File: src/core/sio_ctrl_params.svh
// Constants for the serial control-port host
`ifndef SIO_CTRL_PARAMS_SVH
`define SIO_CTRL_PARAMS_SVH
// Serial opcodes
`define OP_READ    4'h0
`define OP_WRITE   4'h1
`define OP_SET_RESET_CMD    4'h2
`define OP_FAST_CLOCK_CMD    4'h4
`define OP_CLEAR_RESET_CMD    4'hB
`define OP_NOP     4'hF
// Framing pattern on the command line, one bit per serial clock edge
`define FRAME_PAT  8'hF0
// Idle serial cycles after each request kind
`define GAP_SET_RESET_CMD   5'h10
`define GAP_FAST_CLOCK_CMD   5'h04
`define GAP_CLEAR_RESET_CMD   5'h04
`define GAP_MIN    5'h01
`define LAST_BIT   4'hF
`define INIT_LAST  4'h8
`define INIT_DONE  4'h9
// APB register offsets
`define A_CMD      8'h00
`define A_ADDR     8'h04
`define A_WDATA    8'h08
`define A_STAT     8'h0C
`define A_RDATA    8'h10
`define A_TBL      3'h1
// Command register fields
`define CMD_BC     4
`define CMD_GO     16
`define CMD_INIT   17
// Serial register addresses
`define SA_INIT    12'h021
`define SA_T77     12'h101
`define SA_CYCLE   12'h102
`define SA_RDTIM   12'h103
`define SA_COLDLY  12'h104
`define SA_FRAMING 12'h105
`define SA_POWERDOWN_EXIT_REG    12'h106
`define SA_POWERDOWN_EXIT_AUX_REG   12'h107
`define SA_NAP_EXIT_REG    12'h108
`define SA_MEMID   12'h109
`endif

File: src/core/sio_ctrl_pkg.sv
// Types shared by the serial control-port host
package sio_ctrl_pkg;
  typedef enum logic [1:0] {ST_IDLE, ST_SEND, ST_RECV, ST_GAP} st_e;
  typedef logic [3:0] op_t;
endpackage : sio_ctrl_pkg

File: src/core/sio_ctrl.sv
// Serial control-port host: APB register front end driving the serial chain
`include "sio_ctrl_params.svh"
module sio_ctrl
  import sio_ctrl_pkg::*;
#(
  parameter int DIV = 4
)(
  input  wire logic        CLOCK,
  input  wire logic        RST,
  input  wire logic        PSEL,
  input  wire logic        PENABLE,
  input  wire logic        PWRITE,
  input  wire logic [7:0]  PADDR,
  input  wire logic [31:0] PWDATA,
  output logic      [31:0] PRDATA,
  output logic             PREADY,
  output logic             PSLVERR,
  output logic             SCK,
  output logic             CMD,
  input  wire logic        SIO_I,
  output logic             SIO_O,
  output logic             SIO_OE
);

  // Opcodes that may appear on the line
  function automatic logic op_legal(input op_t op);
    op_legal = (op == `OP_READ) || (op == `OP_WRITE) || (op == `OP_SET_RESET_CMD) ||
               (op == `OP_FAST_CLOCK_CMD) || (op == `OP_CLEAR_RESET_CMD) || (op == `OP_NOP);
  endfunction : op_legal

  // Idle serial cycles owed after a request
  function automatic logic [4:0] gap_len(input op_t op);
    case (op)
      `OP_SET_RESET_CMD: gap_len = `GAP_SET_RESET_CMD;
      `OP_FAST_CLOCK_CMD: gap_len = `GAP_FAST_CLOCK_CMD;
      `OP_CLEAR_RESET_CMD: gap_len = `GAP_CLEAR_RESET_CMD;
      default:  gap_len = `GAP_MIN;
    endcase
  endfunction : gap_len

  // Register targeted by each init step
  function automatic logic [11:0] step_addr(input logic [3:0] s);
    case (s)
      4'h1:    step_addr = `SA_CYCLE;
      4'h2:    step_addr = `SA_RDTIM;
      4'h3:    step_addr = `SA_COLDLY;
      4'h4:    step_addr = `SA_FRAMING;
      4'h5:    step_addr = `SA_POWERDOWN_EXIT_REG;
      4'h6:    step_addr = `SA_POWERDOWN_EXIT_AUX_REG;
      4'h7:    step_addr = `SA_NAP_EXIT_REG;
      default: step_addr = `SA_T77;
    endcase
  endfunction : step_addr

  st_e         st_q;
  op_t         op_q;
  logic        bc_q;
  logic [5:0]  dev_q;
  logic [11:0] addr_q;
  logic [15:0] data_q;
  logic [2:0]  pkt_q;
  logic [3:0]  bit_q;
  logic [4:0]  gap_q;
  logic        pair_q;
  logic [15:0] rsh_q;
  logic        sio_o_q;
  logic        sio_oe_q;
  logic [7:0]  div_q;
  logic        sck_q;
  logic [7:0]  frame_q;
  logic        cmd_q;
  logic        sio_s1_q;
  logic        sio_s2_q;
  op_t         c_op_q;
  logic        c_bc_q;
  logic [5:0]  c_dev_q;
  logic [11:0] a_q;
  logic [15:0] wd_q;
  logic [15:0] tbl_q [0:7];
  logic        go_q;
  logic        init_q;
  logic [3:0]  step_q;
  logic        done_q;
  logic        t77_q;
  logic [3:0]  err_q;
  logic [15:0] rdata_q;
  logic        pready_q;
  logic [31:0] prdata_q;
  logic        pslverr_q;
  logic        tick_end;
  logic        rise;
  logic        fall;
  logic        mid;
  logic        busy;
  logic        launch;
  op_t         l_op;
  logic        l_bc;
  logic [5:0]  l_dev;
  logic [11:0] l_addr;
  logic [15:0] l_data;
  logic [15:0] cur_word;
  logic [2:0]  n_pkt;
  logic        acc;
  logic        wr;
  logic        mapped;
  logic [31:0] rd_val;
  logic [3:0]  cmd_err;
  logic        cmd_ok;
  logic        init_go;

  // Serial clock divider; edges are seen as ticks in the CLOCK domain
  assign tick_end = (div_q == 8'(DIV - 1));
  assign rise     = tick_end && !sck_q;
  assign fall     = tick_end && sck_q;
  assign mid      = (div_q == 8'(DIV / 2 - 1)); // Mid half period, DIV of 2 or more

  always_ff @(posedge CLOCK)
  begin
    if (RST)
    begin
      div_q <= 8'h00;
      sck_q <= 1'b0;
    end
    else if (tick_end)
    begin
      div_q <= 8'h00;
      sck_q <= !sck_q;
    end
    else
      div_q <= div_q + 8'h01;
  end

  // Two-stage synchroniser for returning read data
  always_ff @(posedge CLOCK)
  begin
    if (RST)
    begin
      sio_s1_q <= 1'b0;
      sio_s2_q <= 1'b0;
    end
    else
    begin
      sio_s1_q <= SIO_I;
      sio_s2_q <= sio_s1_q;
    end
  end

  // Next request: the init sequencer takes precedence over software
  assign busy = (st_q != ST_IDLE) || go_q || init_q;

  always_comb
  begin
    launch = 1'b0;
    l_op   = c_op_q;
    l_bc   = c_bc_q;
    l_dev  = c_dev_q;
    l_addr = a_q;
    l_data = wd_q;
    if (st_q == ST_IDLE && init_q && step_q <= `INIT_LAST)
    begin
      launch = 1'b1;
      l_bc   = 1'b1;
      l_dev  = 6'h00;
      if (step_q == `INIT_LAST)
        l_op = `OP_SET_RESET_CMD;
      else
      begin
        l_op   = `OP_WRITE;
        l_addr = step_addr(step_q);
        l_data = (step_q == 4'h0) ? 16'h0000 : tbl_q[step_q[2:0]];
      end
    end
    else if (st_q == ST_IDLE && go_q)
      launch = 1'b1;
  end

  // Packet contents; reserved positions stay zero
  always_comb
  begin
    case (pkt_q)
      3'h0:    cur_word = {5'h00, dev_q[5], op_q, bc_q, dev_q[4:0]};
      3'h1:    cur_word = {4'h0, addr_q};
      3'h2:    cur_word = (op_q == `OP_WRITE) ? data_q : 16'h0000;
      default: cur_word = 16'h0000;
    endcase
    case (op_q)
      `OP_READ:  n_pkt = 3'h3;
      `OP_WRITE: n_pkt = 3'h4;
      default:   n_pkt = 3'h1;
    endcase
  end

  // Transfer sequencer; bits change on rising serial edges
  always_ff @(posedge CLOCK)
  begin
    if (RST)
    begin
      st_q     <= ST_IDLE;
      op_q     <= `OP_NOP;
      bc_q     <= 1'b0;
      dev_q    <= 6'h00;
      addr_q   <= 12'h000;
      data_q   <= 16'h0000;
      pkt_q    <= 3'h0;
      bit_q    <= 4'h0;
      gap_q    <= 5'h00;
      pair_q   <= 1'b0;
      rsh_q    <= 16'h0000;
      sio_o_q  <= 1'b0;
      sio_oe_q <= 1'b1;
    end
    else
      case (st_q)
        ST_IDLE:
          if (launch)
          begin
            st_q   <= ST_SEND;
            op_q   <= l_op;
            bc_q   <= l_bc;
            dev_q  <= l_dev;
            addr_q <= l_addr;
            data_q <= l_data;
            pkt_q  <= 3'h0;
            bit_q  <= 4'h0;
            pair_q <= (l_op == `OP_SET_RESET_CMD);
          end
        ST_SEND:
          if (rise)
          begin
            if (pkt_q == n_pkt)
            begin
              sio_o_q <= 1'b0;
              bit_q   <= 4'h0;
              if (op_q == `OP_READ)
              begin
                st_q     <= ST_RECV;
                sio_oe_q <= 1'b0;
              end
              else
              begin
                st_q  <= ST_GAP;
                gap_q <= gap_len(op_q);
              end
            end
            else
            begin
              sio_o_q <= cur_word[~bit_q]; // Most significant bit first
              bit_q   <= bit_q + 4'h1;
              if (bit_q == `LAST_BIT)
                pkt_q <= pkt_q + 3'h1;
            end
          end
        ST_RECV:
          if (fall)
          begin
            rsh_q <= {rsh_q[14:0], sio_s2_q};
            bit_q <= bit_q + 4'h1;
            if (bit_q == `LAST_BIT)
            begin
              st_q  <= ST_GAP;
              gap_q <= gap_len(op_q);
            end
          end
        ST_GAP:
          if (rise)
          begin
            sio_oe_q <= 1'b1; // Resume driving zero after a read
            if (gap_q == `GAP_MIN)
            begin
              if (pair_q && op_q == `OP_SET_RESET_CMD)
              begin
                op_q  <= `OP_CLEAR_RESET_CMD;
                st_q  <= ST_SEND;
                pkt_q <= 3'h0;
                bit_q <= 4'h0;
              end
              else
              begin
                st_q   <= ST_IDLE;
                pair_q <= 1'b0;
              end
            end
            else
              gap_q <= gap_q - 5'h01;
          end
        default:
          st_q <= ST_IDLE;
      endcase
  end

  // Framing shifts out mid half period so both edges see stable levels
  always_ff @(posedge CLOCK)
  begin
    if (RST)
    begin
      frame_q <= 8'h00;
      cmd_q   <= 1'b0;
    end
    else if (rise && st_q == ST_SEND && pkt_q == 3'h0 && bit_q == 4'h0)
      frame_q <= `FRAME_PAT;
    else if (mid)
    begin
      cmd_q   <= frame_q[7];
      frame_q <= {frame_q[6:0], 1'b0};
    end
  end

  // Captured read word
  always_ff @(posedge CLOCK)
  begin
    if (RST)
      rdata_q <= 16'h0000;
    else if (st_q == ST_RECV && fall && bit_q == `LAST_BIT)
      rdata_q <= {rsh_q[14:0], sio_s2_q};
  end

  // APB decode; effects happen at the edge that samples PREADY high
  assign acc    = PSEL && PENABLE && pready_q;
  assign wr     = acc && PWRITE;
  assign mapped = (PADDR == `A_CMD) || (PADDR == `A_ADDR) || (PADDR == `A_WDATA) ||
                  (PADDR == `A_STAT) || (PADDR == `A_RDATA) ||
                  (PADDR[7:5] == `A_TBL && PADDR[1:0] == 2'h0);
  assign init_go = wr && PADDR == `A_CMD && PWDATA[`CMD_INIT] && !busy;

  // Checks on a launch request; refused ones only raise a status flag
  always_comb
  begin
    cmd_err = 4'h0;
    cmd_ok  = 1'b0;
    if (wr && PADDR == `A_CMD && (PWDATA[`CMD_GO] || PWDATA[`CMD_INIT]))
    begin
      if (busy)
        cmd_err[1] = 1'b1;
      else if (!PWDATA[`CMD_GO])
        cmd_ok = 1'b0;
      else if (!op_legal(PWDATA[3:0]) || PWDATA[3:0] == `OP_CLEAR_RESET_CMD)
        cmd_err[0] = 1'b1;
      else if ((PWDATA[3:0] == `OP_READ || PWDATA[3:0] == `OP_WRITE) &&
               t77_q && a_q != `SA_T77)
        cmd_err[2] = 1'b1;
      else if (PWDATA[3:0] == `OP_WRITE && wd_q[5] &&
               (a_q == `SA_INIT || a_q == `SA_MEMID))
        cmd_err[3] = 1'b1;
      else
        cmd_ok = 1'b1;
    end
  end

  // Software-written command, address, data and init table
  always_ff @(posedge CLOCK)
  begin
    if (RST)
    begin
      c_op_q  <= `OP_NOP;
      c_bc_q  <= 1'b0;
      c_dev_q <= 6'h00;
      a_q     <= 12'h000;
      wd_q    <= 16'h0000;
      for (int i = 0; i < 8; i++)
        tbl_q[i] <= 16'h0000;
    end
    else if (wr && !busy)
    begin
      if (PADDR == `A_CMD)
      begin
        c_op_q  <= PWDATA[3:0];
        c_bc_q  <= PWDATA[`CMD_BC];
        c_dev_q <= PWDATA[13:8];
      end
      if (PADDR == `A_ADDR)
        a_q <= PWDATA[11:0];
      if (PADDR == `A_WDATA)
        wd_q <= PWDATA[15:0];
      if (PADDR[7:5] == `A_TBL && PADDR[1:0] == 2'h0)
        tbl_q[PADDR[4:2]] <= PWDATA[15:0];
    end
  end

  // Launch request and init sequencer progress
  always_ff @(posedge CLOCK)
  begin
    if (RST)
    begin
      go_q   <= 1'b0;
      init_q <= 1'b0;
      step_q <= 4'h0;
      done_q <= 1'b0;
    end
    else
    begin
      if (cmd_ok)
        go_q <= 1'b1;
      else if (launch && !init_q)
        go_q <= 1'b0;
      if (init_go)
      begin
        init_q <= 1'b1;
        step_q <= 4'h0;
        done_q <= 1'b0;
      end
      else if (launch && init_q)
        step_q <= step_q + 4'h1;
      else if (init_q && st_q == ST_IDLE && step_q == `INIT_DONE)
      begin
        init_q <= 1'b0;
        done_q <= 1'b1;
      end
    end
  end

  // Test register 77 must be zeroed first after reset
  always_ff @(posedge CLOCK)
  begin
    if (RST)
      t77_q <= 1'b1;
    else if (launch && l_op == `OP_WRITE && l_addr == `SA_T77 && l_data == 16'h0000)
      t77_q <= 1'b0;
  end

  // Sticky refusal flags, write one to clear; a new refusal wins
  always_ff @(posedge CLOCK)
  begin
    if (RST)
      err_q <= 4'h0;
    else if (wr && PADDR == `A_STAT)
      err_q <= (err_q & ~PWDATA[4:1]) | cmd_err;
    else
      err_q <= err_q | cmd_err;
  end

  // Read mux
  always_comb
  begin
    case (PADDR)
      `A_CMD:   rd_val = {18'h00000, c_dev_q, 3'h0, c_bc_q, c_op_q};
      `A_ADDR:  rd_val = {20'h00000, a_q};
      `A_WDATA: rd_val = {16'h0000, wd_q};
      `A_STAT:  rd_val = {25'h0000000, done_q, t77_q, err_q, busy};
      `A_RDATA: rd_val = {16'h0000, rdata_q};
      default:  rd_val = mapped ? {16'h0000, tbl_q[PADDR[4:2]]} : 32'h00000000;
    endcase
  end

  // One wait state on every APB access
  always_ff @(posedge CLOCK)
  begin
    if (RST)
    begin
      pready_q  <= 1'b0;
      prdata_q  <= 32'h00000000;
      pslverr_q <= 1'b0;
    end
    else
    begin
      pready_q  <= PSEL && PENABLE && !pready_q;
      prdata_q  <= (PSEL && PENABLE && !pready_q && !PWRITE) ? rd_val : 32'h00000000;
      pslverr_q <= PSEL && PENABLE && !pready_q && !mapped;
    end
  end

  assign PRDATA  = prdata_q;
  assign PREADY  = pready_q;
  assign PSLVERR = pslverr_q;
  assign SCK     = sck_q;
  assign CMD     = cmd_q;
  assign SIO_O   = sio_o_q;
  assign SIO_OE  = sio_oe_q;

  // Checks on the line sequencing
  rsv_bits_a: assert property (@(posedge CLOCK) disable iff (RST)
    (st_q == ST_SEND && pkt_q == 3'h0) |-> cur_word[15:11] == 5'h00)
    else $error("reserved request bits not zero");
  legal_op_a: assert property (@(posedge CLOCK) disable iff (RST)
    (st_q != ST_IDLE) |-> op_legal(op_q))
    else $error("reserved opcode on the line");
  set_reset_cmd_gap_a: assert property (@(posedge CLOCK) disable iff (RST)
    ($rose(st_q == ST_GAP) && op_q == `OP_SET_RESET_CMD) |-> gap_q == 5'h10)
    else $error("set-reset gap wrong");
  fast_gap_a: assert property (@(posedge CLOCK) disable iff (RST)
    ($rose(st_q == ST_GAP) && op_q == `OP_FAST_CLOCK_CMD) |-> gap_q == 5'h04)
    else $error("fast clock gap wrong");
  clear_reset_cmd_gap_a: assert property (@(posedge CLOCK) disable iff (RST)
    ($rose(st_q == ST_GAP) && op_q == `OP_CLEAR_RESET_CMD) |-> gap_q == 5'h04)
    else $error("clear-reset gap wrong");
  reset_pair_a: assert property (@(posedge CLOCK) disable iff (RST)
    (st_q == ST_GAP && op_q == `OP_SET_RESET_CMD && gap_q == `GAP_MIN && rise)
    |=> (st_q == ST_SEND && op_q == `OP_CLEAR_RESET_CMD))
    else $error("set-reset not followed by clear-reset");
  t77_first_a: assert property (@(posedge CLOCK) disable iff (RST)
    (launch && t77_q && (l_op == `OP_READ || l_op == `OP_WRITE)) |-> l_addr == `SA_T77)
    else $error("access before test register zeroed");
  frame_load_a: assert property (@(posedge CLOCK) disable iff (RST)
    (rise && st_q == ST_SEND && pkt_q == 3'h0 && bit_q == 4'h0) |=> frame_q == `FRAME_PAT)
    else $error("request not framed");
  read_turn_a: assert property (@(posedge CLOCK) disable iff (RST)
    $fell(SIO_OE) |-> ($past(op_q) == `OP_READ && $past(pkt_q) == 3'h3))
    else $error("line released at wrong packet");
  read_len_a: assert property (@(posedge CLOCK) disable iff (RST)
    ($rose(st_q == ST_GAP) && op_q == `OP_READ) |-> $past(bit_q) == 4'hF)
    else $error("read data not sixteen bits");

endmodule : sio_ctrl

File: config.mk
export PLATFORM = sky130hd
export DESIGN_NAME = sio_ctrl
export DESIGN_NICKNAME = d
export VERILOG_FILES = /design/src/core/sio_ctrl_pkg.sv /design/src/core/sio_ctrl.sv
export VERILOG_INCLUDE_DIRS = /design/src /design/src/core
export SDC_FILE = /design/constraint.sdc
export NUM_CORES = 1
export LEC_CHECK = 0
export BUFFER_PORTS_ARGS = -buffer_cell sky130_fd_sc_hd__buf_2
export CORE_ASPECT_RATIO = 1.25
export CORE_MARGIN = 5
export CORE_UTILIZATION = 40
export CTS_CLUSTER_SIZE = 20
export DETAILED_ROUTE_END_ITERATION = 8
export HOLD_SLACK_MARGIN = 0.03
export PLACE_DENSITY = 0.59
export SETUP_SLACK_MARGIN = 0.3
export SKIP_LAST_GASP = 1
export SLEW_MARGIN = 20
export SYNTH_ARGS = -nofsm -noshare
export SYNTH_HDL_FRONTEND = slang
export SYNTH_SLANG_ARGS = --single-unit
File: constraint.sdc
create_clock -name CLOCK -period 3.07 [get_ports CLOCK]
set_input_delay 0.1535 -clock CLOCK [delete_from_list [all_inputs] [get_ports CLOCK]]
set_output_delay 0.1535 -clock CLOCK [all_outputs]
set_load 0.005 [all_outputs]
==> impl_results.md <==
* Status: finished clean
* Initial core utilization at 0.404
* Largest family of logic cells by synthesized area: simple AND/OR/NAND/NOR gates
* Peak Freq at 379 MHz
* Iter 0 DRT Violations at 971
* Core Util, Final at 0.463
* Crit-path max FO at 10
* Row count at 79
* Total power at 9.18 mW
* DP Wirelength at 30.0 mm
* Die X at 183 um
* Place WS at 0.335 ns
* WHS at 0.0536 ns
* Compound-cell area share of the yosys netlist at 0.103
* Switching share of total power at 0.232
* Final Cell Area at 0.0172 sq mm
* Hold path depth at 3
* Synth Area in Simple Gates at 0.205
* Worst Hold Path EP: PSLVERR
* Core area at 0.0372 sq mm
* Post-detailed-route wirelength per cell at 21.4 um
* N_diodes at 0
* First-pass GRT wire length at 66.5 mm
* Post-synth ARST share at 0
* Detailed Route WL at 43.0 mm
* Flop2flop setup slack at 0.43 ns
* Crit path launch type: flip-flop
* Post-Place Cells at 1,927
* FF-to-FF End: t77_q
* Dominant cells by area after synthesis: edfxtp_1, dfxtp_1, mux4_2, and2_1, nand2_1
* Max-Cap Viols at 0
* Pint at 7.05 mW
* Top cell type's share of synthesized area at 0.256
* IO Port Bufs at 53
* Via count at 11,400
* Post-Synth XOR/XNOR Area at 0.00467
* Hold WC Path Type: in -> reg
* ANT nets after route at 0
* FF-to-FF Start: st_q[0]
* CTS H-tree lvls at 2
* Initial antenna violation count at 1
* Mapped Area at 0.0150 sq mm
* HP Start: PADDR[5]
* Via-to-Cell Ratio at 5.70
* Clock buffer depth at 3
* Yosys warning total at 0
* Largest net degree at the start of global routing at 77
* Setup CP Type: reg -> reg
* Final setup skew at 0.0281 ns
* Post-DP Area at 0.0158 sq mm
* Clk sinks at 303
* Worst-Margin Slew at 0.821 ns
* Syn-to-layout area delta at 14.6%
* Fin. Hold Viols at 0
* RSZ-0062 raised after global routing: false
* IO Pins at 84
* Avg Synthesized Cell Area at 10.4 sq um
* Req. time, crit path at 3.47 ns
* Worst-Skew Late Latency at 0.54 ns
* Final weighted congestion in routability-driven placement at 0.881
* CP Capture Type: flip-flop
* Sequential-to-total area share from yosys stat at 0.489
* Synth Flop Type: dfxtp_1
* Cells on worst reg2reg path at 10
* VDD IR-drop max at 0.329 mV
* Area leader, netlist: edfxtp_1
* Post-route setup slack at 0.434 ns
* Most common cell in the synthesized netlist: nand2_1
* Pre-antenna DRT Iters at 7
* DRC at 0
* EDFF count, synth at 128
* Layout cell share with drive strength beyond 1 at 0.176
* Multiplexer share of the synthesized area at 0.137
* CTS Buf Count at 34
* Worst-path clk slew at 0.06 ns
* Switching pwr at 2.13 mW
* WP data arrival at 3.03 ns
* Vias in the first global route at 11,400
* Library cells used by synthesis at 72
* Post-route setup TNS at 0 ns
* Grt ovf at 0
* Fraction of the mapped netlist area in adder cells at 0.0165
* Die height at 227 um
* Period utilization at 0.859
* Static leakage at 6.12 nW
* Layout Cells excl Fill at 2,008
* Die area at 0.0415 sq mm
* Min Clock Period, post-route at 2.64 ns
* Endpoints failing setup at 0
* Comb pwr share at 0.075
* Global Route Usage Sum at 0.206
* Root Driver: clkbuf_16
* Clock share of power at 0.455
* Syn Inst Count at 1,440
* Post-synth top cells: nand2_1, dfxtp_1, and2_1
* Slew Viols, Final at 0
* Flop pwr share at 0.470
* PD cells at 534 mW/mm^2
* Final net count at 1,563
* Seq cells post-synth at 303
* CTS tree: done
* Relative slew slack at 0.453
==> power by group through the flow <==
stage | Sequential, mW | Combinational, mW | Clock [mW]
6_report | 4.32 | 0.690 | 4.17
5_1_grt | 4.32 | 0.751 | 4.42
4_1_cts | 4.31 | 0.685 | 4.25
3_5_place_dp | 4.40 | 0.663 | 0
3_3_place_gp | 4.40 | 0.655 | 0
2_1_floorplan | 4.39 | 0.449 | 0
==> logic make-up after synthesis <==
family,after synthesis
xor+xnor,8
simple gates,602
compound gates,241
other cells,1
mux,120
buf+inv,145
flops,303
fa+ha+maj,20
==> placed cells by master, fill, tap and decap left out, types with 11 or more instances in the layout <==
cell           synthesis  routed
mux2_2                27      27
buf_4                 18      55
mux4_2                66      66
and3_1                13      13
buf_2                 13      52
inv_1                 24      24
a22oi_1               28      28
nor3_1                28      27
dfxtp_1              175     174
nand2_1              183     183
dlygate4sd3_1          0      19
o21ai_1                7      12
edfxtp_1             128     128
nor2_1               107     107
o21ai_0               25      19
clkbuf_16              0      36
conb_1                 1      16
nand3_1               44      43
ha_1                  19      19
nand4_1               11      11
a222oi_1              14      14
and2_1               133     132
mux2i_1               27      27
a31oi_1               16      16
a21oi_1               94      94
==> critical path, stage by stage (launching register included) <==
cell and delay, ns:
dfxtp_1 0.38, inv_1 0.10, ha_1 0.29, and3b_2 0.32, buf_4 0.19, and4_1 0.19
a221o_1 0.31, nor4b_2 0.31, buf_4 0.18, and3_1 0.16, a31oi_1 0.08
==> what timing repair did <==
action                                 4_1_cts  5_1_grt
endpoints found under the hold margin       36        0
buffers inserted                             0        2
setup endpoints to repair                    0      126
resized for setup                            0        5
hold buffers                                19        0
==> registers in the layout, indices dropped and copies added (netlist names), 5 cells and up, named ones only <==
| register | count |
|---|---|
| div_q | 8 |
| wd_q | 16 |
| gap_q | 5 |
| c_dev_q | 6 |
| rdata_q | 16 |
| tbl_q | 128 |
| addr_q | 12 |
| a_q | 12 |
| dev_q | 6 |
| rsh_q | 15 |
| data_q | 16 |
| PRDATA | 16 |
==> layer usage <==
layer  wire [um]  global-route usage  up-vias
met5           0                   0        -
met4        1390              0.0721        0
met3        2430              0.0302       85
met2       22200               0.366      401
met1       17000               0.255     5623
li1            -                   -     5333
==> area by class of cell <==
| cell class | count | area (sq um) |
|---|---|---|
| Inverter | 24 | 90.1 |
| Multi-Input combinational cell | 1007 | 7110 |
| Fill cell | 3534 | 20000 |
| Clock buffer | 49 | 1000 |
| Timing Repair Buffer | 128 | 903 |
| Tap cell | 486 | 608 |
| Clock inverter | 11 | 148 |
| Sequential cell | 303 | 7350 |
==> how the worst max path moves through the flow <==
stage | from | to | depth (start not counted)
after floorplan | st_q[0] | tbl_q[2][0] | 6
after global placement | st_q[0] | tbl_q[0][12] | 8
after detailed placement | st_q[0] | tbl_q[0][7] | 8
after CTS | st_q[0] | t77_q | 10
after global routing | st_q[0] | t77_q | 10
final | st_q[0] | t77_q | 10
(Power assumes the default switching activity.)
